File: src/rtl/dtcs_pkg.sv
// Shared constants for the dual timer and clock select block
package dtcs_pkg;

  // Special function register addresses
  localparam logic [7:0] ADDR_T0_LOW  = 8'h8A;
  localparam logic [7:0] ADDR_T1_LOW  = 8'h8B;
  localparam logic [7:0] ADDR_T0_HIGH = 8'h8C;
  localparam logic [7:0] ADDR_T1_HIGH = 8'h8D;
  localparam logic [7:0] ADDR_CLK_SEL = 8'h8E;

  // Reset values
  localparam logic [7:0] RESET_BYTE   = 8'h00;

  // Clock select field positions
  localparam int BIT_PWM_SRC  = 6;
  localparam int BIT_T1_FAST  = 4;
  localparam int BIT_T0_FAST  = 3;
  localparam int BIT_CLK_OUT  = 1;
  localparam logic [7:0] CLK_SEL_MASK = 8'h5A;

  // Mode field layout, per timer nibble: gate, counter select, mode[1:0]
  localparam int MODE_NIBBLE  = 4;
  localparam int BIT_GATE     = 3;
  localparam int BIT_CNT_SEL  = 2;

  // Prescaler
  localparam int          PRESCALE_DIV  = 12;
  localparam logic [3:0]  PRESCALE_LAST = 4'(PRESCALE_DIV - 1);

  typedef enum logic [1:0] {
    DTCS_MODE_13BIT,
    DTCS_MODE_16BIT,
    DTCS_MODE_RELOAD,
    DTCS_MODE_SPLIT
  } dtcs_mode_t;

endpackage

File: src/rtl/dtcs_timers.sv
`timescale 1ns/1ns
`default_nettype none


module dtcs_timers (
  input  wire logic       clock,
  input  wire logic       sys_rst,
  // Special function register port
  input  wire logic [7:0] sfr_addr,
  input  wire logic       sfr_wr,
  input  wire logic       sfr_rd,
  input  wire logic [7:0] sfr_wdata,
  output logic      [7:0] sfr_rdata,
  // Mode and run controls held elsewhere in the core
  input  wire logic [7:0] timer_mode_register,
  input  wire logic       timer0_run,
  input  wire logic       timer1_run,
  // Overflow flag access
  input  wire logic [1:0] flag_wr,
  input  wire logic [1:0] flag_wdata,
  input  wire logic [1:0] isr_entry,
  output logic      [1:0] overflow_flag,
  // Pins, asynchronous to clock
  input  wire logic       external_interrupt_in_a,
  input  wire logic       external_interrupt_in_b,
  input  wire logic       count_pin_a,
  input  wire logic       count_pin_b,
  // Pulse-width generator clocking
  output logic            timer1_overflow_strobe,
  output logic            pulse_width_clock_enable,
  // Clock output pin
  output logic            clock_output_pin,
  output logic            clock_output_oe
);

  logic       pre_tick;
  logic [7:0] clk_sel;
  logic [7:0] next_clk_sel;
  logic [7:0] next_rdata;
  logic       next_ovf_strobe;
  logic [7:0] count_low  [2];
  logic [7:0] count_high [2];
  logic [1:0] ovf;
  logic       split_ovf;
  logic [1:0] next_flag;
  // Pin synchronisers: stage 1, stage 2, edge history
  logic [3:0] pin_s1;
  logic [3:0] pin_s2;
  logic [1:0] cnt_hist;
  logic [1:0] cnt_fall;

  dtcs_prescaler u_prescaler (
    .clock   (clock),
    .sys_rst (sys_rst),
    .tick    (pre_tick)
  );

  // Two flops on every pin, then edge history on the count pins
  always_ff @(posedge clock)
  begin
    if (sys_rst)
    begin
      pin_s1   <= 4'h0;
      pin_s2   <= 4'h0;
      cnt_hist <= 2'h0;
    end
    else
    begin
      pin_s1   <= {count_pin_b, count_pin_a, external_interrupt_in_b, external_interrupt_in_a};
      pin_s2   <= pin_s1;
      cnt_hist <= pin_s2[3:2];
    end
  end

  assign cnt_fall = cnt_hist & ~pin_s2[3:2];

  // Per-timer counting logic
  generate
    for (genvar i = 0; i < 2; i++)
    begin : g_timer
      localparam logic [7:0] ADDR_LOW  = (i == 0) ? dtcs_pkg::ADDR_T0_LOW
                                                  : dtcs_pkg::ADDR_T1_LOW;
      localparam logic [7:0] ADDR_HIGH = (i == 0) ? dtcs_pkg::ADDR_T0_HIGH
                                                  : dtcs_pkg::ADDR_T1_HIGH;
      localparam int FAST_BIT = (i == 0) ? dtcs_pkg::BIT_T0_FAST : dtcs_pkg::BIT_T1_FAST;

      logic [3:0]          ctl;
      dtcs_pkg::dtcs_mode_t mode;
      logic                run;
      logic                time_tick;
      logic                tick;
      logic                enable;
      logic                high_enable;
      logic [12:0]         sum13;
      logic [15:0]         sum16;
      logic [7:0]          next_low;
      logic [7:0]          next_high;
      logic                next_ovf;
      logic                next_split;

      assign ctl  = timer_mode_register[i*dtcs_pkg::MODE_NIBBLE +: dtcs_pkg::MODE_NIBBLE];
      assign mode = dtcs_pkg::dtcs_mode_t'(ctl[1:0]);
      assign run  = ((i == 0) ? timer0_run : timer1_run)
                    && (!ctl[dtcs_pkg::BIT_GATE] || pin_s2[i]);
      // Fast bit picks every clock over the prescaler pulse
      assign time_tick = clk_sel[FAST_BIT] ? 1'b1 : pre_tick;
      assign tick   = ctl[dtcs_pkg::BIT_CNT_SEL] ? cnt_fall[i] : time_tick;
      assign enable = run && tick && !(i == 1 && mode == dtcs_pkg::DTCS_MODE_SPLIT);
      // Split high half runs from timer 1's run bit and timer 0's time base
      assign high_enable = (i == 0) && (mode == dtcs_pkg::DTCS_MODE_SPLIT)
                           && timer1_run && time_tick;
      assign sum13 = 13'({count_high[i], count_low[i][4:0]} + 13'h0001);
      assign sum16 = 16'({count_high[i], count_low[i]} + 16'h0001);

      always_comb
      begin
        next_low   = count_low[i];
        next_high  = count_high[i];
        next_ovf   = 1'b0;
        next_split = 1'b0;
        if (enable)
        begin
          case (mode)
            dtcs_pkg::DTCS_MODE_13BIT:
            begin
              next_low  = {count_low[i][7:5], sum13[4:0]};
              next_high = sum13[12:5];
              next_ovf  = (sum13 == 13'h0000);
            end
            dtcs_pkg::DTCS_MODE_16BIT:
            begin
              {next_high, next_low} = sum16;
              next_ovf  = (sum16 == 16'h0000);
            end
            dtcs_pkg::DTCS_MODE_RELOAD:
            begin
              next_ovf = (count_low[i] == 8'hFF);
              next_low = next_ovf ? count_high[i] : 8'(count_low[i] + 8'h01);
            end
            dtcs_pkg::DTCS_MODE_SPLIT:
            begin
              next_low = 8'(count_low[i] + 8'h01);
              next_ovf = (count_low[i] == 8'hFF);
            end
            default:
            begin
              next_low = count_low[i];
            end
          endcase
        end
        if (high_enable)
        begin
          next_high  = 8'(count_high[i] + 8'h01);
          next_split = (count_high[i] == 8'hFF);
        end
        // Software write overrides the increment of that byte
        if (sfr_wr && sfr_addr == ADDR_LOW)
        begin
          next_low = sfr_wdata;
        end
        if (sfr_wr && sfr_addr == ADDR_HIGH)
        begin
          next_high = sfr_wdata;
        end
      end

      always_ff @(posedge clock)
      begin
        if (sys_rst)
        begin
          count_low[i]  <= dtcs_pkg::RESET_BYTE;
          count_high[i] <= dtcs_pkg::RESET_BYTE;
          ovf[i]        <= 1'b0;
        end
        else
        begin
          count_low[i]  <= next_low;
          count_high[i] <= next_high;
          ovf[i]        <= next_ovf;
        end
      end

      if (i == 0)
      begin : g_split
        always_ff @(posedge clock)
        begin
          if (sys_rst)
          begin
            split_ovf <= 1'b0;
          end
          else
          begin
            split_ovf <= next_split;
          end
        end
      end
    end
  endgenerate

  // Flags: hardware set beats interrupt entry and software writes
  always_comb
  begin
    for (int k = 0; k < 2; k++)
    begin
      if (ovf[k] || (k == 1 && split_ovf))
      begin
        next_flag[k] = 1'b1;
      end
      else if (flag_wr[k])
      begin
        next_flag[k] = flag_wdata[k];
      end
      else if (isr_entry[k])
      begin
        next_flag[k] = 1'b0;
      end
      else
      begin
        next_flag[k] = overflow_flag[k];
      end
    end
  end

  // Clock select, read data and overflow strobe
  always_comb
  begin
    next_clk_sel = clk_sel;
    if (sfr_wr && sfr_addr == dtcs_pkg::ADDR_CLK_SEL)
    begin
      next_clk_sel = sfr_wdata & dtcs_pkg::CLK_SEL_MASK;          // Reserved bits stay zero
    end
    case (sfr_addr)
      dtcs_pkg::ADDR_T0_LOW:  next_rdata = count_low[0];
      dtcs_pkg::ADDR_T1_LOW:  next_rdata = count_low[1];
      dtcs_pkg::ADDR_T0_HIGH: next_rdata = count_high[0];
      dtcs_pkg::ADDR_T1_HIGH: next_rdata = count_high[1];
      dtcs_pkg::ADDR_CLK_SEL: next_rdata = clk_sel;
      default:                next_rdata = 8'h00;
    endcase
    if (!sfr_rd)
    begin
      next_rdata = sfr_rdata;
    end
    next_ovf_strobe = ovf[1];
  end

  always_ff @(posedge clock)
  begin
    if (sys_rst)
    begin
      clk_sel                <= dtcs_pkg::RESET_BYTE;
      sfr_rdata              <= 8'h00;
      overflow_flag          <= 2'h0;
      timer1_overflow_strobe <= 1'b0;
    end
    else
    begin
      clk_sel                <= next_clk_sel;
      sfr_rdata              <= next_rdata;
      overflow_flag          <= next_flag;
      timer1_overflow_strobe <= next_ovf_strobe;
    end
  end

  // Pulse-width enable: every cycle, or only on timer 1 overflow
  assign pulse_width_clock_enable = clk_sel[dtcs_pkg::BIT_PWM_SRC]
                                    ? timer1_overflow_strobe : 1'b1;

  // Gated clock out; enable changes at the rising edge, so a toggle may clip one pulse
  assign clock_output_oe  = clk_sel[dtcs_pkg::BIT_CLK_OUT];
  assign clock_output_pin = clock & clk_sel[dtcs_pkg::BIT_CLK_OUT];

endmodule // dtcs_timers

`default_nettype wire

File: src/rtl/dtcs_prescaler.sv
`timescale 1ns/1ns
`default_nettype none

// Free-running divide-by-twelve enable source
module dtcs_prescaler (
  input  wire logic clock,
  input  wire logic sys_rst,
  output logic      tick
);

  logic [3:0] count;
  logic [3:0] next_count;
  logic       next_tick;

  // Wrap at the last step and flag it for one cycle
  always_comb
  begin
    next_tick  = (count == dtcs_pkg::PRESCALE_LAST);
    next_count = next_tick ? 4'h0 : 4'(count + 4'h1);
  end

  always_ff @(posedge clock)
  begin
    if (sys_rst)
    begin
      count <= 4'h0;
      tick  <= 1'b0;
    end
    else
    begin
      count <= next_count;
      tick  <= next_tick;
    end
  end

endmodule // dtcs_prescaler

`default_nettype wire

File: config.mk
export PLATFORM = sky130hd
export DESIGN_NAME = dtcs_timers
export DESIGN_NICKNAME = d
export VERILOG_FILES = /design/src/rtl/dtcs_pkg.sv /design/src/rtl/dtcs_timers.sv /design/src/rtl/dtcs_prescaler.sv
export SDC_FILE = /design/constraint.sdc
export NUM_CORES = 1
export LEC_CHECK = 0
export ABC_AREA = 0
export BUFFER_PORTS_ARGS = -buffer_cell sky130_fd_sc_hd__buf_2
export CORE_ASPECT_RATIO = 1.5
export CORE_MARGIN = 2
export CORE_UTILIZATION = 45
export DETAILED_ROUTE_END_ITERATION = 16
export GPL_ROUTABILITY_DRIVEN = 0
export PLACE_DENSITY_LB_ADDON = 0.15
export SKIP_CTS_REPAIR_TIMING = 1
export SYNTH_ARGS = -nofsm -noshare
export SYNTH_HDL_FRONTEND = slang
export SYNTH_SLANG_ARGS = --single-unit
File: constraint.sdc
create_clock -name clock -period 3.45 [get_ports clock]
set_clock_uncertainty 0.1 [all_clocks]
set_input_delay 0.1725 -clock clock [delete_from_list [all_inputs] [get_ports clock]]
set_output_delay 0.1725 -clock clock [all_outputs]
set_load 0.02 [all_outputs]
# Word-level counts from Yosys, hierarchy flattened
# Memory sizes are Yosys's and may differ from the RTL's.
# Index checks and enable logic that the tools add are counted.
# word_totals
regBits	33
elab_cells	116
ram_bits	32
memories	2
input_bits	40
# memory_table
memory	words	width	rd	rd_ports_with_merged_regs	write_ports	line	text
count_high	2	8	2	0	2	dtcs_timers.sv:42	logic [7:0] count_high [2];
count_low	2	8	2	0	2	dtcs_timers.sv:41	logic [7:0] count_low [2];
# op_classes
muxes	36
eq_ne	15
n_addsub	8
reduce_logical	32
bitwise	10
# ops
operator	count
two-way mux 8 bit	15
equality test 8 bit, second input constant	8
one-hot mux 8 bit (4 select lines)	2
one-hot mux 8 bit (5 select lines)	1
adder 16 x 1 -> 16 bit, second input constant	2
logical NOT 16 bit	2
one-hot mux 8 bit (2 select lines)	2
adder 13 x 1 -> 13 bit, second input constant	2
logical NOT 13 bit	2
adder 8 x 1 -> 8 bit, second input constant	3
two-way mux 1 bit	14
logical AND 1 bit	12
OR reduction 2 bit	6
equality test 2 bit, second input constant	4
one-hot mux 1 bit (3 select lines)	2
nonzero test 3 bit	2
adder 4 x 1 -> 4 bit, second input constant	1
equality test 2 x 1 -> 1 bit, second input constant	2
equality test 4 bit, second input constant	1
logical NOT 2 bit	2
OR 1 bit	4
logical NOT 1 bit	3
logical OR 1 bit	3
inverter 1 bit	3
other kinds (3)	3

# Depth between registers and ports, before layout
# logic_depth
depth_word	8
ltp_mapped	9
ltp_nobuf	8

# Cells and area by module
# A second synthesis with hierarchy kept.
# unflattened
cells_unflattened	598
area_unflattened_um2	4629.4
# modules_own_cells
module	n_inst	area_per_inst_um2	cells_each	seq_area_each_um2
dtcs_timers	1	4430.5	580	1201.2
dtcs_prescaler	1	198.9	18	100.1

==> results.md <==
* Hold Crit Class: in2reg
* Routed WL at 14.7 mm
* Maximum vdd drop at approximately 0.00034 V
* Die ar. at approximately 0.011 mm^2
* Die Y at 129 um
* Slew HR at 42.4%
* HPWL after DPL at 10.6 mm
* Area contributors post-synth: dfxtp_1, a21oi_1, nor2_1
* Post-synth EDFFs at 0
* Ports at 54
* Largest fanout on the critical path at 2
* Final hold viol count at 7
* Startpoint Class: clock port
* DR vias/cell at 6.16
* Leak Pwr at approximately 0.0019 uW
* Slew Viols, Final at 0
* Syn Std Cell Area at about 0.0047 mm^2
* Critical path depth in cells at 4
* Ordered cell list for the critical path: clkbuf_16, clkbuf_16, and2_1, buf_2
* Distinct cells, synth at 70
* Hold Slack at -19.0 ps
* Synth top area share at 27.6%
* Asr flop ratio synth at 0%
* Failing checks: hold timing
* CORE AREA at approximately 0.010 mm^2
* First-pass GRT wire length at between 20 and 25 mm
* Number of global-route vias before repair at 4,517
* Clock tree from TritonCTS: built
* Cell taking the most area after synthesis: dfxtp_1
* DR vias at about 5,000
* Slew @ Worst Pin at between 800 and 900 ps
* Crit end category: primary output
* Synthesized instance count at ~620
* Layout cell share with drive strength beyond 1 at roughly 14%
* Yosys warns at 0
* Synth Net Count at about 670
* Routed wire per std cell at between 15 and 20 um
* Max_cap viols at 0
* Mean Syn Cell Area at roughly 7.6 um^2
* Nets at between 700 and 800
* DRC at 0
* Ys flop type: dfxtp_1
* Count leader, synth: dfxtp_1
* Setup Crit Path Kind: clk2out
* GRT Residual Overflow at 0
* DIE WIDTH at 87.6 um
* Worst Path Buf+Inv at 3
* Critical path's slowest cell: and2_1
* Number of diodes at 0
* Sequential area share after synthesis at about 28%
* Pin count of the biggest net entering global routing at 45
* Hold Path Depth at 2
* Synthesized flop and latch total at 65
* Cell repeated most along the worst path: clkbuf_16
* IO Port Bufs at 53
* Status: finished with violations
* Synth top cells by count: dfxtp_1, nor2_1, a21oi_1, nand2_1, clkbuf_1
* Initial antenna violation count at 0
* Tot GR Track Use at between 20% and 30%
* Unrepaired setup endpoints after global routing: no
* Setup TNS at 0 ps
* Starting density of the core at between 40 and 50%
* Area delta synth->final at 16.3%
* Worst reg2reg path depth at 7
* Final core occ at a little over half
* Drt initial violations at between 300 and 400
* Slowest stage delay, CP at roughly 150 ps
* Critical path's top delay family: buffers and inverters
* P per Cell Area at around 370 mW/mm^2
* Clock latency on the worst-skew pair at around 450 ps
* CP required at roughly 3200 ps
* Final ANT Viol Nets at 0
* Final setup vio count at 0
* Clock transition at the registers of the reported paths at about 60 ps
* Rows at 45
* 1st-pass router iterations at 5
* Critical Path AT at 2270 ps
## layout make-up
type                    count  area (um^2)
multi-input cells         489         3140
clock inverters             7         77.6
clock buffers              13          305
inverters                  11         41.3
flip-flops and latches     65         1300
well taps                 141          176
fillers                  1002         4710
repair buffers             71          443
## routing by layer
layer,up-vias,global-route usage [%],share of wire [%]
met3,50,4.08,4.2
li1,2356,-,-
met5,-,0,0
met1,2322,30.1,40
met4,0,14.4,4.2
met2,180,46.3,52
## state kept, by name (all words and copies together), names as in the netlist
name / cells
count_high: 16
count_low: 16
sfr_rdata: 8
clk_sel: 4
pin_s1: 4
pin_s2: 4
u_prescaler.count: 4
cnt_hist: 2
overflow_flag: 2
next_ovf_strobe: 1
ovf: 1
split_ovf: 1
timer1_overflow_strobe: 1
u_prescaler.tick: 1
## placed cells by master (no fill, tap or decap), types with 6 or more instances in the layout
master / netlist / routed
nand4_1: 13 / 13
or3_1: 8 / 8
inv_1: 11 / 11
o21ai_0: 29 / 29
nor3_1: 23 / 23
nand3_1: 29 / 29
nor2b_1: 19 / 19
a31oi_1: 13 / 13
a211oi_1: 26 / 26
a21oi_1: 49 / 49
nor2_1: 58 / 58
o211ai_1: 12 / 12
a221oi_1: 7 / 7
dfxtp_1: 65 / 65
a311oi_1: 6 / 6
ha_1: 12 / 12
and3_1: 6 / 6
clkbuf_16: 0 / 12
xnor2_1: 20 / 20
a22oi_1: 10 / 10
mux2i_1: 9 / 9
nand2_1: 44 / 44
buf_2: 10 / 53
dlygate4sd3_1: 0 / 16
xor2_1: 13 / 13
## power breakdown
part,internal (uW),total [uW],switching (uW)
registers,766,781,14.9
clock network,713,1090,382
logic,72.0,176,104
total,1550,2050,501
## kinds of logic (layout without fill, tap and decap cells)
family | after synthesis | in the layout | share of synthesized area (%)
simple gates | 248 | 248 | 28.2
mux | 10 | 10 | 2.15
flops | 65 | 65 | 27.6
buf+inv | 65 | 102 | 5.87
xor+xnor | 33 | 33 | 6.13
fa+ha+maj | 12 | 12 | 3.18
compound gates | 186 | 186 | 26.9
## final timing paths
path                                                     end                    startpoint  slack, ps
worst max-delay path                        clock_output_pin                         clock        900
worst min-delay path               sfr_rdata[1]$_SDFFE_PP0P_                        sfr_rd        -20
worst max register to register  count_low[1][2]$_SDFFE_PP0P_  count_low[1][0]$_SDFFE_PP0P_        950
worst min register to register          pin_s2[0]$_SDFF_PP0_          pin_s1[0]$_SDFF_PP0_        340
## stage by stage
stage | hold WS (ps) | total power, uW | cell area [um^2] | cells | worst slack (ps)
2_1_floorplan | 201 | 891 | 4710 | 619 | 1250
4_1_cts | -181 | 2060 | 5320 | 781 | 901
3_3_place_gp | 279 | 956 | 4940 | 762 | 972
6_report | -19.0 | 2050 | 5480 | 797 | 904
3_5_place_dp | 287 | 958 | 4940 | 762 | 868
5_1_grt | 3.19 | 2120 | 5480 | 797 | 653
No activity file was read; power rests on OpenSTA's default activity.
